File: src/pieb_params.svh
// Function
// - Enable register sits at data address 8Dh
// - Bits 7, 5, 2, 1 read zero, ignore writes
// - Bit 4 enables EEPROM write-done request
// - Bit 3 enables bus collision request
// - Bit 0 enables capture/compare two request
// - Flags set on events regardless of enables
// - EEPROM flag set on done, held until cleared
// - Bus collision flag set on collision event
`ifndef PIEB_PARAMS_SVH
`define PIEB_PARAMS_SVH

// ----------------------------------------------------------------
// Register indices; byte address is four times the index
// ----------------------------------------------------------------
`define PIEB_ENABLE_INDEX 8'h8D
`define PIEB_FLAGS_INDEX 8'h0D
`define PIEB_ADDR_WIDTH 12

// ----------------------------------------------------------------
// Field positions
// ----------------------------------------------------------------
`define PIEB_RESERVED_BIT 6
`define PIEB_EEPROM_BIT 4
`define PIEB_COLLISION_BIT 3
`define PIEB_CCP_TWO_BIT 0

// ----------------------------------------------------------------
// Implemented bit masks and reset values
// ----------------------------------------------------------------
`define PIEB_ENABLE_WMASK 8'h59
`define PIEB_SOURCE_MASK 8'h19
`define PIEB_ENABLE_RESET 8'h00
`define PIEB_FLAGS_RESET 8'h00

`endif

File: src/pieb_pkg.sv
`include "pieb_params.svh"
`default_nettype none
package pieb_pkg;
    typedef logic [7:0] pieb_byte_type;
    typedef logic [`PIEB_ADDR_WIDTH-1:0] pieb_addr_type;

    function automatic pieb_addr_type pieb_byte_addr(input logic [7:0] index);
        pieb_byte_addr = {2'h0, index, 2'h0};
    endfunction : pieb_byte_addr
endpackage : pieb_pkg
`default_nettype wire

File: src/pieb_top.sv
// Local design decision: the APB interface to the registers.
`include "pieb_params.svh"
`default_nettype none
module pieb_top
(
    input wire logic ref_clk,
    input wire logic arst_n,
    input wire logic psel,
    input wire logic penable,
    input wire logic pwrite,
    input wire pieb_pkg::pieb_addr_type paddr,
    input wire logic [31:0] pwdata,
    input wire logic [3:0] pstrb,
    output logic [31:0] prdata,
    output logic pready,
    output logic pslverr,
    input wire logic eepromWriteDone,
    input wire logic busCollision,
    input wire logic captureCompareTwo,
    output logic irqRequest
);
    import pieb_pkg::*;

    // ----------------------------------------------------------------
    // Types and helpers
    // ----------------------------------------------------------------
    typedef enum logic {busIdle, busAnswer} pieb_bus_state_type;

    function automatic logic reg_hit
    (
        input pieb_addr_type addr,
        input pieb_byte_type index
    );
        reg_hit = (addr == pieb_byte_addr(index));
    endfunction : reg_hit

    function automatic logic source_live
    (
        input pieb_byte_type flags,
        input pieb_byte_type enables,
        input logic [2:0] pos
    );
        source_live = flags[pos] & enables[pos];
    endfunction : source_live

    function automatic pieb_byte_type w1c_next
    (
        input pieb_byte_type flags,
        input pieb_byte_type clear,
        input pieb_byte_type set
    );
        // Set wins: an event in the clearing cycle must not be lost
        w1c_next = ((flags & ~clear) | set) & `PIEB_SOURCE_MASK;
    endfunction : w1c_next

    // ----------------------------------------------------------------
    // Storage
    // ----------------------------------------------------------------
    pieb_bus_state_type busStateQ;
    pieb_bus_state_type busStateD;
    logic readyQ;
    logic readyD;
    logic [31:0] rdataQ;
    logic [31:0] rdataD;
    logic errQ;
    logic errD;
    pieb_byte_type enableQ;
    pieb_byte_type enableD;
    pieb_byte_type flagsQ;
    pieb_byte_type flagsD;
    logic irqQ;
    logic irqD;

    // ----------------------------------------------------------------
    // Bus decode
    // ----------------------------------------------------------------
    // One wait state keeps prdata registered without a combinational path
    wire accessPhase = psel & penable;
    wire startAccess = accessPhase & (busStateQ == busIdle);
    wire commit = accessPhase & (busStateQ == busAnswer);
    wire hitEnable = reg_hit(paddr, `PIEB_ENABLE_INDEX);
    wire hitFlags = reg_hit(paddr, `PIEB_FLAGS_INDEX);
    wire mapped = hitEnable | hitFlags;
    wire laneZero = pstrb[0];
    wire writeEnable = commit & pwrite & hitEnable & laneZero;
    wire writeFlags = commit & pwrite & hitFlags & laneZero;
    wire [7:0] wByte = pwdata[7:0];

    // ----------------------------------------------------------------
    // Read data and response
    // ----------------------------------------------------------------
    wire [7:0] readByte = hitEnable ? enableQ : (hitFlags ? flagsQ : 8'h00);
    assign readyD = startAccess;
    assign errD = startAccess & ~mapped;
    assign rdataD = (startAccess & ~pwrite) ? {24'h00_0000, readByte} : 32'h0000_0000;

    // ----------------------------------------------------------------
    // Bus state
    // ----------------------------------------------------------------
    always_comb
    begin
        busStateD = busIdle;
        case (busStateQ)
            busIdle:
            begin
                if (accessPhase)
                begin
                    busStateD = busAnswer;
                end
            end
            busAnswer:
            begin
                busStateD = busIdle;
            end
            default:
            begin
                busStateD = busIdle;
            end
        endcase
    end

    // ----------------------------------------------------------------
    // Enable register
    // ----------------------------------------------------------------
    // Reserved bit 6 is stored as written; software is expected to keep it clear
    wire [7:0] enableWrite = wByte & `PIEB_ENABLE_WMASK;
    assign enableD = writeEnable ? enableWrite : enableQ;

    // ----------------------------------------------------------------
    // Source flags
    // ----------------------------------------------------------------
    // Events set flags whatever the enables say
    logic [7:0] eventVec;
    always_comb
    begin
        eventVec = 8'h00;
        eventVec[`PIEB_EEPROM_BIT] = eepromWriteDone;
        eventVec[`PIEB_COLLISION_BIT] = busCollision;
        eventVec[`PIEB_CCP_TWO_BIT] = captureCompareTwo;
    end
    wire [7:0] clearVec = writeFlags ? wByte : 8'h00;
    assign flagsD = w1c_next(flagsQ, clearVec, eventVec);

    // ----------------------------------------------------------------
    // Request
    // ----------------------------------------------------------------
    // Built from next state so the registered line follows flags without lag
    wire eepromLive = source_live(flagsD, enableD, 3'(`PIEB_EEPROM_BIT));
    wire collisionLive = source_live(flagsD, enableD, 3'(`PIEB_COLLISION_BIT));
    wire ccpTwoLive = source_live(flagsD, enableD, 3'(`PIEB_CCP_TWO_BIT));
    assign irqD = eepromLive | collisionLive | ccpTwoLive;

    // ----------------------------------------------------------------
    // Registers
    // ----------------------------------------------------------------
    always_ff @(posedge ref_clk or negedge arst_n)
    begin
        if (!arst_n)
        begin
            busStateQ <= busIdle;
        end
        else
        begin
            busStateQ <= busStateD;
        end
    end

    always_ff @(posedge ref_clk or negedge arst_n)
    begin
        if (!arst_n)
        begin
            readyQ <= 1'b0;
            rdataQ <= 32'h0000_0000;
            errQ <= 1'b0;
        end
        else
        begin
            readyQ <= readyD;
            rdataQ <= rdataD;
            errQ <= errD;
        end
    end

    always_ff @(posedge ref_clk or negedge arst_n)
    begin
        if (!arst_n)
        begin
            enableQ <= `PIEB_ENABLE_RESET;
        end
        else
        begin
            enableQ <= enableD;
        end
    end

    always_ff @(posedge ref_clk or negedge arst_n)
    begin
        if (!arst_n)
        begin
            flagsQ <= `PIEB_FLAGS_RESET;
        end
        else
        begin
            flagsQ <= flagsD;
        end
    end

    always_ff @(posedge ref_clk or negedge arst_n)
    begin
        if (!arst_n)
        begin
            irqQ <= 1'b0;
        end
        else
        begin
            irqQ <= irqD;
        end
    end

    // ----------------------------------------------------------------
    // Outputs
    // ----------------------------------------------------------------
    assign prdata = rdataQ;
    assign pready = readyQ;
    assign pslverr = errQ;
    assign irqRequest = irqQ;
endmodule : pieb_top
`default_nettype wire

File: config.mk
export PLATFORM = sky130hd
export DESIGN_NAME = pieb_top
export DESIGN_NICKNAME = d
export VERILOG_FILES = /design/src/pieb_pkg.sv /design/src/pieb_top.sv
export VERILOG_INCLUDE_DIRS = /design/src /design/src/src
export SDC_FILE = /design/constraint.sdc
export NUM_CORES = 1
export LEC_CHECK = 0
export BUFFER_PORTS_ARGS = -buffer_cell sky130_fd_sc_hd__buf_4
export CAP_MARGIN = 0
export CELL_PAD_IN_SITES_DETAIL_PLACEMENT = 1
export CELL_PAD_IN_SITES_GLOBAL_PLACEMENT = 1
export CORE_MARGIN = 1
export CORE_UTILIZATION = 24
export DETAILED_ROUTE_END_ITERATION = 6
export PLACE_DENSITY = 0.89
export SYNTH_ARGS = -nofsm -noshare
export SYNTH_HDL_FRONTEND = slang
export SYNTH_SLANG_ARGS = --single-unit
File: constraint.sdc
create_clock -name ref_clk -period 1.86 [get_ports ref_clk]
set_clock_uncertainty 0.15 [all_clocks]
set_input_delay 0.186 -clock ref_clk [delete_from_list [all_inputs] [get_ports ref_clk]]
set_output_delay 0.186 -clock ref_clk [all_outputs]
set_load 0.005 [all_outputs]
==> impl_results.md, run 1 <==
- Rows: 22
- Port buffer count: 31
- Worst hold path startpoint: eepromWriteDone
- EDFF count, synth: 0
- Lkg Pwr: 0.637 nW
- Initial drt markers: 29
- Sequential area share after synthesis: 36.0%
- Initial antenna violation count: 0
- # IOs: 91
- Yosys top cell area share: 36.0%
- Chip height: 65.7 um
- Num CTS Buffers: 3
- Min Tclk post-route: 1.72 ns
- Starting density of the core: 25.8%
- Total Power: 702 uW
- Mapped Cells: 97
- CTS tree: yes
- Crit Path Category: reg -> reg
- Fin. max-slew vios: 0
- Wire per inst: 10.8 um
- Post-route ant nets: 0
- Asr flop ratio synth: 100%
- Setup TNS: 0 ns
- Layout cells sized above 1: 36.3%
- Dpl ws: 0.0488 ns
- Cell area after synthesis: 973 um^2
- Clock tree buffer depth: 2
- Final hold vios: 0
- #FFs+latches synth: 14
- H-tree depth: 1
- Largest net degree at the start of global routing: 15
- Hold crit path type: in -> reg
- Synth warn: 0
- Worst Slack Setup Final: 0.140 ns
- Vias in the first global route: 783
- Most frequent cells in the layout: buf_4 (34), conb_1 (28), dfrtp_1 (14)
- Nets: 192
- GPL Wtd Cong: 0.712
- Worst Path Required: 1.83 ns
- Max-cap violations: 0
- P&R area growth vs syn: 27.6%
- Worst setup path startpoint: busStateQ
- Fin util: 32.9%
- R2r startpoint: busStateQ
- Hold Buf Count CTS: 3
- Fmax: 0.581 GHz
- Via density: 3.98
- Final setup viols: 0
- Resized Gates After CTS: 0
- Root buffer cell: clkbuf_8
- Vias: 728
- # diodes: 0
- Mapped Avg Cell Area: 10.0 um^2
- Final Cycle Share: 92.5%
- RSZ-0062 raised after global routing: no
- Met2 Use GR: 18.5%
- Finished Cell Area: 1240 um^2
- Post-Layout Cell Count: 183
- Distinct cells, synth: 27
- Postcts setup bufs: 0
- Clock sink count: 14
- Pwr per Cell Area: 565 nW/um^2
- Gr ovfl total: 0
- Residual DRC: 0
- Die area: 4310 um^2
- Primary FF master, synth: dfrtp_1
- Gr busiest metal: met2
- Inst Count DP: 176
- Routed wire length: 1.97 mm
- WP data arrival: 1.69 ns
- Top cell type by total area after synthesis: dfrtp_1
- Tot GR Track Use: 10.2%
- Worst-path clk slew: 0.06 ns
- First-pass GRT wire length: 3.37 mm
- Crit-path max FO: 7
- Skew-Pair Late Insertion Delay: 0.24 ns
- Hold_ws: 0.000125 ns
- Met1 usage: 10.8%
- Drt first pass iters: 3
- Outcome: complete, no violations
- Crit path launch type: flop
- Die width: 65.7 um
- Area post-placement: 1160 um^2
- Critical Path End Type: flop
- GR Layer Usage met3: 3.47%
- Most common cell after layout, fill and taps aside: buf_4
- Post-DP HPWL: 1.67 mm
- Core ar.: 3770 um^2
- Synth top area cells: dfrtp_1 (36%), buf_4 (22%), nor4b_4 (4.9%)
- Peak supply drop: 0.235 mV
[power by group]
part,total (mW),switching (mW),internal (mW)
clock network,0.296,0.109,0.187
registers,0.308,0.00138,0.307
logic,0.0973,0.0476,0.0497
total,0.702,0.158,0.544
[worst max-delay path, cell delays in order, from the launching register on]
cell and delay (ns):
dfrtp_1 0.37, and4_2 0.24, nand4_4 0.11, or2_1 0.36
o221ai_2 0.24, o211ai_2 0.13
[area by class of cell]
class,count,area [um^2]
Timing Repair Buffer,37,285
Sequential cell,14,350
Multi-Input combinational cell,75,473
Fill cell,440,2530
Inverter,5,18.8
Clock buffer,4,55.1
Tap cell,48,60.1
[metal layers]
metal / vias up / share of wire [%] / wire [um]
li1: 347 / - / -
met1: 333 / 37 / 729
met2: 44 / 50 / 980
met3: 4 / 12 / 240
met4: 0 / 1.1 / 21
met5: - / 0 / 0
[flip-flops by register name, summed over array words and instances, names as in the netlist]
register	count
enableQ	4
prdata	4
flagsQ	3
busStateQ	1
irqRequest	1
pslverr	1
[cell families (layout without fill, tap and decap cells)]
| kind of cell | after synthesis | after routing | synth area share [%] |
|---|---|---|---|
| other cells | 1 | 28 | 0.385 |
| compound gates | 12 | 12 | 9.51 |
| buf+inv | 35 | 46 | 25.8 |
| mux | 6 | 6 | 7.20 |
| flops | 14 | 14 | 36.0 |
| simple gates | 29 | 29 | 21.1 |
[cell usage after synthesis, drive strengths merged, types with 2 or more instances]
cell,instances
a21o,3
buf,30
dfrtp,14
inv,5
mux2,2
mux2i,4
nand2,8
nand3,2
nor2,7
nor3,2
nor4b,2
o21ai,3
o22ai,2
[path summary, 6_finish.rpt]
| check | endpoint | slack (ns) | depth (start not counted) |
|---|---|---|---|
| worst min register to register | busStateQ | 0.32 | 1 |
| worst max-delay path | irqRequest | 0.14 | 5 |
| max in group asynchronous | pslverr | 1.22 | 2 |
| min in group asynchronous | prdata[0] | 0.18 | 2 |
| worst min-delay path | flagsQ[4] | 0.0001 | 2 |
| worst max register to register | irqRequest | 0.14 | 5 |
(Power assumes the default switching activity.)
==> run 2: changes to the inputs <==
Settings changed: PLACE_DENSITY 0.89 to unset, PLACE_DENSITY_LB_ADDON set to 0.1.
==> run 2 against run 1 <==
Net effect:
- final cell count rose by 0.55%
- setup slack got worse by 0.0028 ns
- register-to-register slack barely moved
- fmax decreased by 0.16%
- routed wire length grew 1.3%
- count of clock-buffer cells in the layout is the same
- global-route usage is 0.11 points lower
- final area up 0.81%
- sequential share of layout area is 0.23 points lower
- non-clock buffer count is 1 higher
- highest routed layer unchanged
- hold slack gained 0.036 ns
- critical path type unchanged
- first-iteration DRC count down 52%
==> impl_results.md, run 2 (synthesis gave the netlist of run 1 again) <==
- Most common cell after layout, fill and taps aside: buf_4
- Critical R2R Capture: irqRequest
- Core ar.: 3770 um^2 (unchanged)
- Num CTS Buffers: 3 (unchanged)
- # IOs: 91 (unchanged)
- Skew-Pair Late Insertion Delay: 0.24 ns (about the same)
- First-pass GRT wire length: 3.18 mm (-5.6%)
- Seq pwr share: 43.8% (about the same)
- Min Tclk post-route: 1.72 ns (+0.00278 ns)
- Vias: 717 (-1.5%)
- Lkg Pwr: 0.642 nW (+0.82%)
- Final setup viols: 0 (unchanged)
- Nets: 193 (+0.52%)
- Post-route ant nets: 0 (unchanged)
- Peak supply drop: 0.353 mV (+51%)
- Setup TNS: 0 ns (unchanged)
- Switching Share: 22.2% (-0.34 points)
- Tot GR Track Use: 10.1% (-0.11 points)
- Die area: 4310 um^2 (unchanged)
- Via density: 3.90 (-2.0%)
- R2r startpoint: busStateQ
- Slowest-stage cell, CP: or2_1
- Postcts setup bufs: 0 (unchanged)
- Layout cells sized above 1: 36.0% (-0.27 points)
- H-tree depth: 1 (unchanged)
- Clock tree buffer depth: 2 (unchanged)
- Fin util: 33.2% (+0.27 points)
- Wire per inst: 10.8 um (+0.72%)
- Resized Gates After CTS: 0 (unchanged)
- Crit Path Category: reg -> reg
- Drt first pass iters: 3 (unchanged)
- Max incr delay on CP: 0.37 ns (about the same)
- Multi-input logic area: 473 um^2 (unchanged)
- Total Power: 703 uW (about the same)
- # diodes: 0 (unchanged)
- Largest net degree at the start of global routing: 15 (unchanged)
- CTS tree: yes
- Vias in the first global route: 686 (-12%)
- Post-Layout Cell Count: 184 (+0.55%)
- Critical Path End Type: flop
- Inst Count DP: 176 (unchanged)
- Hold_ws: 0.0358 ns (+0.0357 ns)
- Root buffer cell: clkbuf_8
- Residual DRC: 0 (unchanged)
- Die width: 65.7 um (unchanged)
- Chip height: 65.7 um (unchanged)
- Layout fillers: 453 (+3.0%)
- R2R cell count: 5 (unchanged)
- Initial drt markers: 14 (-52%)
- Buf+Inv Stages, Crit Path: 0 (unchanged)
- Fin. max-slew vios: 0 (unchanged)
- Setup slack, reg-to-reg: 0.14 ns (about the same)
- Hold crit path type: in -> reg
- Int Pwr: 547 uW (+0.50%)
- Fmax: 0.580 GHz (-0.16%)
- Port buffer count: 31 (unchanged)
- Starting density of the core: 25.8% (unchanged)
- Initial antenna violation count: 0 (unchanged)
- Clock sink count: 14 (unchanged)
- Hold Buf Count CTS: 4 (+1)
- FF/Latch Area: 350 um^2 (unchanged)
- Critical Path End: irqRequest
- Worst setup path startpoint: busStateQ
- Max-cap violations: 0 (unchanged)
- Most frequent cells in the layout: buf_4 (34), conb_1 (28), dfrtp_1 (14)
- WP data arrival: 1.69 ns (about the same)
- Routed wire length: 2.00 mm (+1.3%)
- Crit path launch type: flop
- Crit-path max FO: 8 (+1)
- Gate power share: 14.3% (+0.4 points)
- Pwr per Cell Area: 561 nW/um^2 (-0.74%)
- Worst-path clk slew: 0.05 ns (about the same)
- GPL Wtd Cong: 0.629 (-12%)
- Final hold vios: 0 (unchanged)
- P&R area growth vs syn: 28.7%
- Worst path top cell family by delay: simple AND/OR/NAND/NOR gates
- Worst Path Required: 1.82 ns (about the same)
- Outcome: complete, no violations
- Rows: 22 (unchanged)
- Clock power frac: 41.9% (-0.3 points)
- Critical path, cell by cell: and4_2 > nand4_4 > or2_1 > o221ai_2 > o211ai_2
- Final Cycle Share: 92.6% (+0.15 points)
- RSZ-0062 raised after global routing: no
- Post-DP HPWL: 1.64 mm (-1.6%)
- Worst path depth: 5 (unchanged)
- Gr ovfl total: 0 (unchanged)
- Switch Pwr: 156 uW (-1.4%)
==> run 2: changes by cell type in the layout (fill, tap and decap cells not counted), sizes merged <==
| cell | before | now |
|---|---|---|
| dlygate4sd3 | 3 | 4 |
==> run 2: final cells by class <==
cell class	instances	share of cell area (%)
tap	48	4.80
clock buffer	4	4.40
sequential	14	28.0
multi-input combinational	75	37.8
timing repair buffer	38	23.6
inverter	5	1.50
==> run 2: worst min path at each step <==
| stage | startpoint | endpoint | slack, ns | cells after the start |
|---|---|---|---|---|
| floorplan | arst_n | busStateQ | -0.26 | 0 |
| global placement | arst_n | pslverr | -0.1 | 1 |
| detailed placement | arst_n | pslverr | -0.1 | 1 |
| CTS | pwdata[6] | enableQ[6] | 0.03 | 2 |
| global route | pwdata[6] | enableQ[6] | 0.04 | 2 |
| finish | pwdata[6] | enableQ[6] | 0.04 | 2 |
==> run 2: worst register-to-register path, cell delays in order, from the launching register on <==
cell,delay [ns]
dfrtp_1,0.34
and4_2,0.25
nand4_4,0.12
or2_1,0.37
o221ai_2,0.24
o211ai_2,0.12
==> run 2: layer usage <==
layer | routed length [um] | global-route usage, % | share of wire [%] | vias up
li1 | - | - | - | 350
met1 | 879 | 12.1 | 44 | 329
met2 | 919 | 16.2 | 46 | 36
met3 | 176 | 3.99 | 8.8 | 2
met4 | 21 | 3.26 | 1.1 | 0
met5 | 0 | 0 | 0 | -
==> run 2: through the flow <==
stage          area (um^2)  setup WS (ns)
6_report              1250          0.137
5_1_grt               1250         0.0331
4_1_cts               1250         0.0980
3_5_place_dp          1160        0.00938
3_3_place_gp          1160       -0.00559
2_1_floorplan         1070          0.200
==> run 2: power by group through the flow <==
stage | sequential (mW) | clock, mW | combinational (mW)
2_1_floorplan | 0.314 | 0 | 0.0756
3_3_place_gp | 0.313 | 0 | 0.0931
3_5_place_dp | 0.313 | 0 | 0.0948
4_1_cts | 0.308 | 0.307 | 0.102
5_1_grt | 0.308 | 0.315 | 0.112
6_report | 0.308 | 0.294 | 0.101
